**src/hdl/sda_regs.svh**
```systemverilog
// Register offsets, field positions, reset values and timing counts
`ifndef SDA_REGS_SVH
`define SDA_REGS_SVH
`define SDA_ADDR_OP_CTRL 7'h08
`define SDA_ADDR_PULL_IN_LIMIT 7'h2A
`define SDA_ADDR_CORR_READBACK 7'h2B
`define SDA_ADDR_MODEM_TUNING 7'h58
`define SDA_ADDR_RATE_HIGH 7'h6E
`define SDA_ADDR_RATE_LOW 7'h6F
`define SDA_ADDR_MOD_CTRL_TWO 7'h71
`define SDA_ADDR_DEV_LOW 7'h72
`define SDA_ADDR_OFFSET_LOW 7'h73
`define SDA_ADDR_OFFSET_HIGH 7'h74
`define SDA_RST_OP_CTRL 8'h00
`define SDA_RST_PULL_IN_LIMIT 8'h00
`define SDA_RST_MODEM_TUNING 8'h80
`define SDA_RST_RATE_HIGH 8'h0A
`define SDA_RST_RATE_LOW 8'h3D
`define SDA_RST_MOD_CTRL_TWO 8'h00
`define SDA_RST_DEV_LOW 8'h20
`define SDA_RST_OFFSET_LOW 8'h00
`define SDA_RST_OFFSET_HIGH 8'h00
`define SDA_BIT_MULTI_PACKET 4
`define SDA_BIT_DEV_TOP 2
`define SDA_BIT_INVERT 3
`define SDA_CLK_PERIOD_NS 10
`define SDA_REF_PERIOD_NS 1000
`define SDA_REF_DIV (`SDA_REF_PERIOD_NS / `SDA_CLK_PERIOD_NS)
`define SDA_MEAS_BITS 2
`endif

```
**src/hdl/sda_pkg.sv**
```systemverilog
// Types shared by the synthesizer deviation, correction and rate logic
`default_nettype none
package sda_pkg;
  typedef struct packed {
    logic wr;
    logic rd;
    logic [6:0] addr;
    logic [7:0] wdata;
  } sda_reg_req_s;
  typedef enum logic [1:0] {
    AFC_IDLE,
    AFC_MEAS,
    AFC_SETTLE
  } sda_afc_state_e;
  typedef logic signed [13:0] sda_frac_t;
endpackage : sda_pkg
`default_nettype wire

```
**src/hdl/sda_afc_loop.sv**
```systemverilog
// Automatic frequency correction loop with gear, cycle length and freeze
`timescale 1ns/100ps
`default_nettype none
`include "sda_regs.svh"
module sda_afc_loop (
  // Clock and reset
  input wire logic core_clk,
  input wire logic rst,
  // Control
  input wire logic run,
  input wire logic multi_packet,
  input wire logic [2:0] gear,
  input wire logic [2:0] cycle_len,
  input wire logic [7:0] limit,
  // Modem
  input wire logic bit_tick,
  input wire logic signed [7:0] freq_err,
  input wire logic preamble_det,
  input wire logic packet_end,
  // Output
  output logic signed [7:0] corr
);
  import sda_pkg::*;
  sda_afc_state_e state;
  logic [3:0] bit_cnt;
  logic signed [9:0] err_sum;
  logic signed [9:0] meas_sum;
  logic frozen;
  logic signed [9:0] step;
  logic signed [10:0] next_corr;
  logic signed [10:0] lim;
  function automatic logic signed [10:0] clamp(input logic signed [10:0] v,
                                                input logic signed [10:0] l);
    if (v > l) clamp = l;
    else if (v < -l) clamp = -l;
    else clamp = v;
  endfunction : clamp
  assign lim = (limit > 8'h7F) ? 11'sd127 : $signed({3'b000, limit});
  // both measuring bits feed the step
  assign meas_sum = err_sum + 10'(freq_err);
  assign step = (meas_sum >>> 1) >>> gear;
  assign next_corr = clamp(11'(corr) + 11'(step), lim);
  always_ff @(posedge core_clk or posedge rst) begin
    if (rst) frozen <= 1'b0;
    else if (!run) frozen <= 1'b0;
    // A preamble in the packet-end cycle wins over the clear
    else if (preamble_det) frozen <= 1'b1;
    else if (packet_end) frozen <= 1'b0;
  end
  always_ff @(posedge core_clk or posedge rst) begin
    if (rst) begin
      state <= AFC_IDLE;
      bit_cnt <= 4'h0;
      err_sum <= 10'sd0;
      corr <= 8'sd0;
    end else if (!run) begin
      state <= AFC_IDLE;
      bit_cnt <= 4'h0;
      err_sum <= 10'sd0;
      corr <= 8'sd0;
    end else if (packet_end && multi_packet) begin
      state <= AFC_MEAS;
      bit_cnt <= 4'h0;
      err_sum <= 10'sd0;
      corr <= 8'sd0;
    end else if (bit_tick) begin
      case (state)
        AFC_IDLE: begin
          state <= AFC_MEAS;
          bit_cnt <= 4'h0;
          err_sum <= 10'sd0;
        end
        AFC_MEAS: begin
          if (bit_cnt == 4'(`SDA_MEAS_BITS - 1)) begin
            if (cycle_len != 3'b000 && !frozen) corr <= next_corr[7:0];
            bit_cnt <= 4'h0;
            state <= (cycle_len == 3'b000) ? AFC_MEAS : AFC_SETTLE;
            err_sum <= 10'sd0;
          end else begin
            bit_cnt <= bit_cnt + 4'h1;
            err_sum <= err_sum + 10'(freq_err);
          end
        end
        AFC_SETTLE: begin
          if (bit_cnt == {cycle_len, 1'b0} - 4'h1) begin
            bit_cnt <= 4'h0;
            err_sum <= 10'sd0;
            state <= AFC_MEAS;
          end else begin
            bit_cnt <= bit_cnt + 4'h1;
          end
        end
        default: state <= AFC_IDLE;
      endcase
    end
  end
  property p_afc_freeze;
    @(posedge core_clk) disable iff (rst)
      frozen && run && !packet_end |=> $stable(corr);
  endproperty
  a_afc_freeze: assert property (p_afc_freeze) else $error("correction moved after freeze");
  property p_afc_mpk;
    @(posedge core_clk) disable iff (rst) run && packet_end && multi_packet |=> corr == 8'sd0;
  endproperty
  a_afc_mpk: assert property (p_afc_mpk) else $error("correction not cleared at packet end");
  property p_afc_limit;
    @(posedge core_clk) disable iff (rst)
      $changed(corr) |-> 11'(corr) <= $past(lim) && 11'(corr) >= -$past(lim);
  endproperty
  a_afc_limit: assert property (p_afc_limit) else $error("correction beyond pull-in limit");
  property p_afc_nocycle;
    @(posedge core_clk) disable iff (rst)
      run && cycle_len == 3'b000 && !packet_end ##1 run && cycle_len == 3'b000 |-> $stable(corr);
  endproperty
  a_afc_nocycle: assert property (p_afc_nocycle) else $error("correction with zero cycle");
  c_afc_step: cover property (@(posedge core_clk) disable iff (rst) $changed(corr) && run);
  c_afc_frozen: cover property (@(posedge core_clk) disable iff (rst) $rose(frozen));
endmodule : sda_afc_loop
`default_nettype wire

```
**src/hdl/sda_rate_gen.sv**
```systemverilog
// Transmit bit rate generator driven by a 1 MHz reference enable
`timescale 1ns/100ps
`default_nettype none
`include "sda_regs.svh"
module sda_rate_gen (
  // Clock and reset
  input wire logic core_clk,
  input wire logic rst,
  // Control
  input wire logic enable,
  input wire logic scale,
  input wire logic [15:0] rate_word,
  // Output
  output logic bit_tick
);
  import sda_pkg::*;
  logic [6:0] ref_cnt;
  logic ref_tick;
  logic [20:0] acc;
  logic [21:0] sum;
  assign sum = {1'b0, acc} + {6'h00, rate_word};
  // Divider that yields the 1 MHz reference enable
  always_ff @(posedge core_clk or posedge rst) begin
    if (rst) begin
      ref_cnt <= 7'h00;
      ref_tick <= 1'b0;
    end else if (ref_cnt == 7'(`SDA_REF_DIV - 1)) begin
      ref_cnt <= 7'h00;
      ref_tick <= 1'b1;
    end else begin
      ref_cnt <= ref_cnt + 7'h01;
      ref_tick <= 1'b0;
    end
  end
  always_ff @(posedge core_clk or posedge rst) begin
    if (rst) begin
      acc <= 21'h000000;
      bit_tick <= 1'b0;
    end else if (!enable) begin
      acc <= 21'h000000;
      bit_tick <= 1'b0;
    end else if (ref_tick) begin
      if (scale) begin
        acc <= sum[20:0];
        bit_tick <= sum[21];
      end else begin
        acc <= {5'h00, sum[15:0]};
        bit_tick <= sum[16];
      end
    end else begin
      bit_tick <= 1'b0;
    end
  end
  property p_rate_idle;
    @(posedge core_clk) disable iff (rst) !enable |=> !bit_tick;
  endproperty
  a_rate_idle: assert property (p_rate_idle) else $error("bit tick outside transmit");
  property p_rate_ref;
    @(posedge core_clk) disable iff (rst) bit_tick |-> $past(ref_tick) && $past(enable);
  endproperty
  a_rate_ref: assert property (p_rate_ref) else $error("bit tick without reference");
  c_rate_tick: cover property (@(posedge core_clk) disable iff (rst) bit_tick);
endmodule : sda_rate_gen
`default_nettype wire

```
**src/hdl/sda_synth_ctrl.sv**
```systemverilog
// Deviation, offset, correction and transmit rate control of the synthesizer
`timescale 1ns/100ps
`default_nettype none
`include "sda_regs.svh"
module sda_synth_ctrl (
  // Clock and reset
  input wire logic core_clk,
  input wire logic rst,
  // Register access
  input wire sda_pkg::sda_reg_req_s reg_req,
  output logic [7:0] reg_rdata,
  // Operating state and loose control bits
  input wire logic tx_mode,
  input wire logic rx_mode,
  input wire logic afc_enable,
  input wire logic hbsel,
  input wire logic rate_scale,
  input wire logic [2:0] afc_gear,
  input wire logic [2:0] afc_cycle_len,
  // Receive modem
  input wire logic rx_bit_tick,
  input wire logic signed [7:0] freq_err,
  input wire logic preamble_det,
  input wire logic packet_end,
  // Transmit data pin
  input wire logic tx_data_pin,
  // Synthesizer and modem outputs
  output sda_pkg::sda_frac_t synth_frac_adj,
  output logic tx_bit_tick,
  output logic [7:0] modem_tuning,
  output logic rx_multi_packet
);
  import sda_pkg::*;
  localparam logic [7:0] rst_op_ctrl = `SDA_RST_OP_CTRL;
  localparam logic [7:0] rst_mod_ctrl_two = `SDA_RST_MOD_CTRL_TWO;
  localparam logic [7:0] rst_offset_high = `SDA_RST_OFFSET_HIGH;
  logic [7:0] pull_in_limit_value;
  logic [15:0] rate_word;
  logic [7:0] mod_ctrl;
  logic [8:0] peak_deviation_word;
  logic [9:0] manual_offset_word;
  logic signed [7:0] afc_corr;
  logic pin_s1;
  logic pin_s2;
  logic pin_s3;
  logic tx_data_q;
  logic fsk_active;
  logic use_afc;
  sda_frac_t off_term;
  sda_frac_t dev_term;
  sda_frac_t next_frac;

  function automatic logic wr_hit(input sda_reg_req_s r, input logic [6:0] a);
    wr_hit = r.wr && (r.addr == a);
  endfunction : wr_hit

  function automatic sda_frac_t sext10(input logic [9:0] v);
    sext10 = {{4{v[9]}}, v};
  endfunction : sext10

  function automatic sda_frac_t sext8(input logic [7:0] v);
    sext8 = {{6{v[7]}}, v};
  endfunction : sext8

  // Register writes
  always_ff @(posedge core_clk or posedge rst) begin
    if (rst) begin
      pull_in_limit_value <= `SDA_RST_PULL_IN_LIMIT;
    end else if (wr_hit(reg_req, `SDA_ADDR_PULL_IN_LIMIT)) begin
      pull_in_limit_value <= reg_req.wdata;
    end
  end

  always_ff @(posedge core_clk or posedge rst) begin
    if (rst) begin
      modem_tuning <= `SDA_RST_MODEM_TUNING;
    end else if (wr_hit(reg_req, `SDA_ADDR_MODEM_TUNING)) begin
      modem_tuning <= reg_req.wdata;
    end
  end

  always_ff @(posedge core_clk or posedge rst) begin
    if (rst) begin
      rx_multi_packet <= rst_op_ctrl[`SDA_BIT_MULTI_PACKET];
    end else if (wr_hit(reg_req, `SDA_ADDR_OP_CTRL)) begin
      rx_multi_packet <= reg_req.wdata[`SDA_BIT_MULTI_PACKET];
    end
  end

  always_ff @(posedge core_clk or posedge rst) begin
    if (rst) begin
      rate_word <= {`SDA_RST_RATE_HIGH, `SDA_RST_RATE_LOW};
    end else if (wr_hit(reg_req, `SDA_ADDR_RATE_HIGH)) begin
      rate_word[15:8] <= reg_req.wdata;
    end else if (wr_hit(reg_req, `SDA_ADDR_RATE_LOW)) begin
      rate_word[7:0] <= reg_req.wdata;
    end
  end

  // deviation word split over two registers
  always_ff @(posedge core_clk or posedge rst) begin
    if (rst) begin
      mod_ctrl <= `SDA_RST_MOD_CTRL_TWO;
      peak_deviation_word <= {rst_mod_ctrl_two[`SDA_BIT_DEV_TOP], `SDA_RST_DEV_LOW};
    end else if (wr_hit(reg_req, `SDA_ADDR_MOD_CTRL_TWO)) begin
      mod_ctrl <= reg_req.wdata;
      peak_deviation_word[8] <= reg_req.wdata[`SDA_BIT_DEV_TOP];
    end else if (wr_hit(reg_req, `SDA_ADDR_DEV_LOW)) begin
      peak_deviation_word[7:0] <= reg_req.wdata;
    end
  end

  always_ff @(posedge core_clk or posedge rst) begin
    if (rst) begin
      manual_offset_word <= {rst_offset_high[1:0], `SDA_RST_OFFSET_LOW};
    end else if (wr_hit(reg_req, `SDA_ADDR_OFFSET_LOW)) begin
      manual_offset_word[7:0] <= reg_req.wdata;
    end else if (wr_hit(reg_req, `SDA_ADDR_OFFSET_HIGH)) begin
      manual_offset_word[9:8] <= reg_req.wdata[1:0];
    end
  end

  // Register reads; unmapped addresses read zero
  always_ff @(posedge core_clk or posedge rst) begin
    if (rst) begin
      reg_rdata <= 8'h00;
    end else if (reg_req.rd) begin
      case (reg_req.addr)
        `SDA_ADDR_OP_CTRL: reg_rdata <= {3'b000, rx_multi_packet, 4'h0};
        `SDA_ADDR_PULL_IN_LIMIT: reg_rdata <= pull_in_limit_value;
        `SDA_ADDR_CORR_READBACK: reg_rdata <= afc_corr;
        `SDA_ADDR_MODEM_TUNING: reg_rdata <= modem_tuning;
        `SDA_ADDR_RATE_HIGH: reg_rdata <= rate_word[15:8];
        `SDA_ADDR_RATE_LOW: reg_rdata <= rate_word[7:0];
        `SDA_ADDR_MOD_CTRL_TWO: reg_rdata <= mod_ctrl;
        `SDA_ADDR_DEV_LOW: reg_rdata <= peak_deviation_word[7:0];
        `SDA_ADDR_OFFSET_LOW: reg_rdata <= manual_offset_word[7:0];
        `SDA_ADDR_OFFSET_HIGH: reg_rdata <= {6'h00, manual_offset_word[9:8]};
        default: reg_rdata <= 8'h00;
      endcase
    end
  end

  // Transmit data pin synchroniser; accepted once stages two and three agree
  always_ff @(posedge core_clk or posedge rst) begin
    if (rst) begin
      pin_s1 <= 1'b0;
      pin_s2 <= 1'b0;
      pin_s3 <= 1'b0;
    end else begin
      pin_s1 <= tx_data_pin;
      pin_s2 <= pin_s1;
      pin_s3 <= pin_s2;
    end
  end

  always_ff @(posedge core_clk or posedge rst) begin
    if (rst) begin
      tx_data_q <= 1'b0;
    end else if (pin_s2 == pin_s3) begin
      tx_data_q <= pin_s3 ^ mod_ctrl[`SDA_BIT_INVERT];
    end
  end

  // Frequency modulation only for the FSK and GFSK types
  assign fsk_active = tx_mode && mod_ctrl[1];
  // manual offset yields to automatic correction in receive only, never while transmitting
  assign use_afc = afc_enable && rx_mode && !tx_mode;
  assign off_term = use_afc ? sext8(afc_corr) : sext10(manual_offset_word);
  // 625 Hz steps in any band
  // low band halves after the loop
  assign dev_term = hbsel ? sda_frac_t'({peak_deviation_word, 1'b0})
                          : sda_frac_t'({peak_deviation_word, 2'b00});

  always_comb begin
    next_frac = off_term;
    if (fsk_active) begin
      if (tx_data_q) next_frac = off_term + dev_term;
      else next_frac = off_term - dev_term;
    end
  end

  always_ff @(posedge core_clk or posedge rst) begin
    if (rst) synth_frac_adj <= 14'sd0;
    else synth_frac_adj <= next_frac;
  end

  sda_rate_gen u_rate (
    .core_clk(core_clk),
    .rst(rst),
    .enable(tx_mode),
    .scale(rate_scale),
    .rate_word(rate_word),
    .bit_tick(tx_bit_tick)
  );

  sda_afc_loop u_afc (
    .core_clk(core_clk),
    .rst(rst),
    .run(use_afc),
    .multi_packet(rx_multi_packet),
    .gear(afc_gear),
    .cycle_len(afc_cycle_len),
    .limit(pull_in_limit_value),
    .bit_tick(rx_bit_tick),
    .freq_err(freq_err),
    .preamble_det(preamble_det),
    .packet_end(packet_end),
    .corr(afc_corr)
  );

  property p_dev_swing;
    @(posedge core_clk) disable iff (rst)
      fsk_active && !use_afc && $stable(manual_offset_word) && $stable(tx_data_q)
      |=> synth_frac_adj - sext10($past(manual_offset_word))
          == ($past(tx_data_q) ? $past(dev_term) : -$past(dev_term));
  endproperty
  a_dev_swing: assert property (p_dev_swing) else $error("deviation step wrong");

  property p_dev_top;
    @(posedge core_clk) disable iff (rst)
      wr_hit(reg_req, `SDA_ADDR_MOD_CTRL_TWO)
      |=> peak_deviation_word[8] == $past(reg_req.wdata[`SDA_BIT_DEV_TOP]);
  endproperty
  a_dev_top: assert property (p_dev_top) else $error("deviation top bit not taken");

  property p_offset_manual;
    @(posedge core_clk) disable iff (rst)
      !afc_enable && !fsk_active ##1 !afc_enable && !fsk_active && $stable(manual_offset_word)
      |=> synth_frac_adj == sext10($past(manual_offset_word, 2));
  endproperty
  a_offset_manual: assert property (p_offset_manual) else $error("manual offset not used");

  property p_tx_offset;
    @(posedge core_clk) disable iff (rst)
      tx_mode && !mod_ctrl[1] |=> synth_frac_adj == sext10($past(manual_offset_word));
  endproperty
  a_tx_offset: assert property (p_tx_offset) else $error("transmit not on offset word");

  property p_rx_afc;
    @(posedge core_clk) disable iff (rst)
      afc_enable && rx_mode && !tx_mode |=> synth_frac_adj == sext8($past(afc_corr));
  endproperty
  a_rx_afc: assert property (p_rx_afc) else $error("receive not on correction");

  property p_readback;
    @(posedge core_clk) disable iff (rst)
      reg_req.rd && reg_req.addr == `SDA_ADDR_CORR_READBACK |=> reg_rdata == $past(afc_corr);
  endproperty
  a_readback: assert property (p_readback) else $error("correction readback wrong");

  property p_mpk_bit;
    @(posedge core_clk) disable iff (rst)
      wr_hit(reg_req, `SDA_ADDR_OP_CTRL)
      |=> rx_multi_packet == $past(reg_req.wdata[`SDA_BIT_MULTI_PACKET]);
  endproperty
  a_mpk_bit: assert property (p_mpk_bit) else $error("multi-packet bit not taken");

  property p_tick_tx_only;
    @(posedge core_clk) disable iff (rst) tx_bit_tick |-> $past(tx_mode);
  endproperty
  a_tick_tx_only: assert property (p_tick_tx_only) else $error("rate tick in receive");

  property p_rate_high;
    @(posedge core_clk) disable iff (rst)
      wr_hit(reg_req, `SDA_ADDR_RATE_HIGH) |=> rate_word[15:8] == $past(reg_req.wdata);
  endproperty
  a_rate_high: assert property (p_rate_high) else $error("rate high byte not taken");

  property p_rate_low;
    @(posedge core_clk) disable iff (rst)
      wr_hit(reg_req, `SDA_ADDR_RATE_LOW) |=> rate_word[7:0] == $past(reg_req.wdata);
  endproperty
  a_rate_low: assert property (p_rate_low) else $error("rate low byte not taken");

  property p_offset_low;
    @(posedge core_clk) disable iff (rst)
      wr_hit(reg_req, `SDA_ADDR_OFFSET_LOW) |=> manual_offset_word[7:0] == $past(reg_req.wdata);
  endproperty
  a_offset_low: assert property (p_offset_low) else $error("offset low byte not taken");

  property p_offset_high;
    @(posedge core_clk) disable iff (rst)
      wr_hit(reg_req, `SDA_ADDR_OFFSET_HIGH)
      |=> manual_offset_word[9:8] == $past(reg_req.wdata[1:0]);
  endproperty
  a_offset_high: assert property (p_offset_high) else $error("offset top bits not taken");

  property p_dev_low;
    @(posedge core_clk) disable iff (rst)
      wr_hit(reg_req, `SDA_ADDR_DEV_LOW) |=> peak_deviation_word[7:0] == $past(reg_req.wdata);
  endproperty
  a_dev_low: assert property (p_dev_low) else $error("deviation low byte not taken");

  property p_limit_wr;
    @(posedge core_clk) disable iff (rst)
      wr_hit(reg_req, `SDA_ADDR_PULL_IN_LIMIT) |=> pull_in_limit_value == $past(reg_req.wdata);
  endproperty
  a_limit_wr: assert property (p_limit_wr) else $error("pull-in limit not taken");

  property p_tuning_wr;
    @(posedge core_clk) disable iff (rst)
      wr_hit(reg_req, `SDA_ADDR_MODEM_TUNING) |=> modem_tuning == $past(reg_req.wdata);
  endproperty
  a_tuning_wr: assert property (p_tuning_wr) else $error("modem tuning not taken");

  c_fsk_swing: cover property (@(posedge core_clk) disable iff (rst)
    fsk_active && tx_data_q ##1 fsk_active && !tx_data_q);
  c_rx_afc: cover property (@(posedge core_clk) disable iff (rst) use_afc && afc_corr != 8'sd0);
endmodule : sda_synth_ctrl
`default_nettype wire

```
**config.mk**
```make
export PLATFORM = sky130hd
export DESIGN_NAME = sda_synth_ctrl
export DESIGN_NICKNAME = d
export VERILOG_FILES = /design/src/hdl/sda_pkg.sv /design/src/hdl/sda_afc_loop.sv /design/src/hdl/sda_rate_gen.sv /design/src/hdl/sda_synth_ctrl.sv
export VERILOG_INCLUDE_DIRS = /design/src /design/src/hdl
export SDC_FILE = /design/constraint.sdc
export NUM_CORES = 1
export LEC_CHECK = 0
export BUFFER_PORTS_ARGS = -buffer_cell sky130_fd_sc_hd__buf_2
export CAP_MARGIN = 20
export CORE_UTILIZATION = 55
export CTS_CLUSTER_SIZE = 40
export DETAILED_ROUTE_END_ITERATION = 6
export HOLD_SLACK_MARGIN = 0.03
export PLACE_DENSITY_LB_ADDON = 0.15
export SYNTH_ARGS = -nofsm -noshare
export SYNTH_HDL_FRONTEND = slang
export SYNTH_SLANG_ARGS = --single-unit
```
**constraint.sdc**
```tcl
create_clock -name core_clk -period 14.42 [get_ports core_clk]
set_input_delay 1.442 -clock core_clk [delete_from_list [all_inputs] [get_ports core_clk]]
set_output_delay 1.442 -clock core_clk [all_outputs]
set_load 0.005 [all_outputs]
```
==> results_dict.tcl <==
set metrics [dict create \
    status "finished, final reports clean" \
    synth.top_cells.by_area "dfrtp_1 33%, ha_1 9.5%, mux2_2 8.6%, mux2i_1 4.1%, a21oi_1 3.4%" \
    critPathMaxStageDelay_ns 0.66 \
    crit_arrival_ns 7.28 \
    path_class "in2reg" \
    yosysWarnings 0 \
    drv_slew 0 \
    grt_start_max_net_pins 78 \
    cts_setup_buffers 0 \
    syn_area_per_cell_sq_um 9.531 \
    clock.fmax_mhz 143.3 \
    insertion_delay_ns 0.43 \
    cap_violations 0 \
    crit_required_ns 14.72 \
    min_path_type "reg2reg" \
    fin_crit_ns 6.977 \
    synth_cells 1036 \
    synth.yosys.seq_area_share_pct 35.59 \
    synth_ff_type "dfrtp_1" \
    cts_tree "done" \
    cp_num_buf_inv 2 \
    grt_use_total_pct 26.64 \
    slew_headroom_pct 34.44 \
    worst_path_max_delay_cell "a211oi_2" \
    postCtsHoldBufs 0 \
    syn_to_final_growth_pct 12.00 \
    ctsHtreeMaxLevel 4 \
    grt_overflow 0 \
    cts_buffers 17 \
    core_area_sq_um 17420 \
    dr.pass1.iters 5 \
    grt_pass1_wl_mm 38.36 \
    peakVddDrop_uv 83.72 \
    die_x_um 136.0 \
    via_per_inst 5.861 \
    setup_viol 0 \
    drt_iter0_drc 518 \
    wl_mm 23.25 \
    hold_viol_final 0 \
    port_buffers 73 \
    place.gp.congestion 0.8967 \
    cts_buffer_depth 2 \
    fin_cells 1335 \
    drc 0 \
    fin_ws_ns 7.443 \
    top_level_ports 74 \
    placedCellCount 1302 \
    cp-end-kind "register" \
    ys_types 82 \
    synth_fp_nets 1157 \
    finish.net_count 1218 \
    synth_area_sq_um 9874 \
    via_count 7825 \
    crit_fanout 13 \
    netlist.area_leader.share_pct 33.20 \
    power_density_nw_per_um2 105.7 \
    ys_ff_latch 140 \
    hpwl_mm 16.82 \
    synth_common_cells "131 x dfrtp_1, 82 x nand2_1, 75 x ha_1, 75 x mux2_2, 67 x a21oi_1" \
    fin_crit_sh_pct 48.38 \
    yosysTopAreaCell "dfrtp_1" \
    tightest_slew_ns 0.9744 \
    grt_pass1_vias 7700 \
    critical-path-top-delay-family "compound AO/OA/AOI/OAI gates" \
    fp.dieH_um 136.0 \
    dpl-instance-area_sq_um 10400 \
    antenna_cells 0 \
    leakage_nw 5.309 \
    synthArstFlopShare_pct 100.0 \
    start_util_pct 56.70 \
    cts_sinks 140 \
    die_area_sq_um 18490 \
    ant_nets 0 \
    cts_resized 0 \
    antenna_found_initial 0 \
    start_kind "input pin" \
    synth.most_common_cell "dfrtp_1" \
    cts_root_buffer "clkbuf_16" \
    synth_edf_count 0 \
    rsz0062_at_grt "no" \
    clk_pin_slew_ns 0.07 \
    finClkSkew_ns 0.01254 \
    dp_worst_setup_slack_ns 7.100 \
    tns_ns 0 \
    std_cell_rows 48 \
    design_area_sq_um 11060 \
    wl_per_cell_um 17.42 \
    drive_gt1_share_pct 20.00 \
]
## worst register-to-register path, delay by kind of cell, from the launching register on
| family | cells | cell delay, ns |
|---|---|---|
| XOR/XNOR | 2 | 0.37 |
| AND/OR/NAND/NOR | 5 | 0.81 |
| AO/OA/AOI/OAI | 15 | 3.20 |
| adder cells (fa/ha/maj) | 4 | 1.07 |
| flip-flops | 1 | 0.38 |
| multiplexers | 1 | 0.22 |
| buffers and inverters | 1 | 0.07 |
## per-layer routing
| metal | wire (um) | track usage (%) | share of wire [%] |
|---|---|---|---|
| met5 | 0 | 0 | 0 |
| met4 | 423 | 8.457 | 1.8 |
| met3 | 882 | 4.996 | 3.8 |
| met2 | 10910 | 43.65 | 47 |
| met1 | 11040 | 35.48 | 47 |
## flip-flops by register name, summed over array words and instances (netlist names), 2 cells and up
| name | count |
|---|---|
| rate_word | 16 |
| synth_frac_adj | 14 |
| u_afc.err_sum | 10 |
| u_afc.bit_cnt | 4 |
| modem_tuning | 8 |
| pull_in_limit_value | 8 |
| mod_ctrl | 8 |
| reg_rdata | 8 |
| u_rate.acc | 21 |
| u_afc.corr | 8 |
| u_rate.ref_cnt | 7 |
| manual_offset_word | 10 |
| u_afc.state | 2 |
| peak_deviation_word | 8 |
## cell type report
| cell class | count | area [sq um] |
|---|---|---|
| inverter | 53 | 209.0 |
| clock inverter | 13 | 180.2 |
| clock buffer | 19 | 452.9 |
| fill | 1491 | 6357 |
| multi-input combinational | 808 | 6006 |
| timing repair buffer | 77 | 415.4 |
| sequential | 140 | 3515 |
| tap | 225 | 281.5 |
## through the flow
stage                     hold WS, ns  util [%]  power (mW)
after floorplan                0.3312         -      0.6379
after global placement         0.3325     59.71      0.6971
after detailed placement       0.3393     59.71      0.7021
after CTS                      0.3553     63.34       1.176
after global routing           0.3580     63.50       1.228
final                          0.3553     63.50       1.169
## kinds of logic after synthesis
group                      after synthesis  synth area share [%]
DFF                                    140                 35.59
and+or+nand+nor                        290                 15.02
muxes                                  118                 13.06
AOI/OAI and AO/OA                      265                 17.51
xor gates and xnor gates                55                 4.878
buffers and inverters                   88                 3.586
other                                    1               0.03798
adders and majority gates               79                 10.31
## layout by cell type, fill, tap and decap left out, types with 7 or more instances in the layout
cell | Yosys | final
dfrtp_1 | 131 | 131
nand2_1 | 82 | 82
mux2_2 | 75 | 75
ha_1 | 75 | 75
buf_2 | 0 | 73
a21oi_1 | 67 | 67
nor2_1 | 57 | 57
o21ai_0 | 51 | 51
inv_1 | 52 | 51
mux2i_1 | 40 | 40
xnor2_1 | 36 | 36
nor2b_1 | 26 | 26
nor3_1 | 20 | 20
xor2_1 | 19 | 19
o22ai_1 | 18 | 18
nand2b_1 | 17 | 17
nand3_1 | 17 | 17
clkbuf_16 | 0 | 17
a31oi_1 | 14 | 14
o21a_1 | 13 | 13
a22o_1 | 13 | 13
a21o_1 | 10 | 10
or2_2 | 10 | 10
and3_1 | 9 | 9
dfstp_2 | 9 | 9
nand4_1 | 8 | 8
a211oi_1 | 8 | 8
and2_1 | 7 | 7
a21boi_0 | 7 | 7
o211ai_1 | 7 | 7
a221oi_1 | 7 | 7
## power by group
group	switching [mW]	leakage (nW)	internal, mW	total (mW)
Combinational	0.146	3.13	0.119	0.265
Sequential	0.0207	1.88	0.413	0.434
Clock	0.185	0.304	0.286	0.471
Total	0.352	5.31	0.818	1.17
## worst paths after layout
check	depth (start not counted)	startpoint	slack (ns)	endpoint
worst max register to register	28	u_afc.err_sum[0]$_DFFE_PP0P_	8.19	u_afc.corr[6]$_DFFE_PP0P_
worst max-delay path	29	freq_err[0]	7.44	u_afc.corr[6]$_DFFE_PP0P_
worst min-delay path	0	pin_s1$_DFF_PP0_	0.36	pin_s2$_DFF_PP0_
worst min register to register	0	pin_s1$_DFF_PP0_	0.36	pin_s2$_DFF_PP0_
max in group asynchronous	3	rst	12.00	u_afc.err_sum[8]$_DFFE_PP0P_
min in group asynchronous	2	rst	1.12	u_rate.acc[0]$_DFFE_PP0P_
Note: power is estimated with default switching activity, not from simulation.
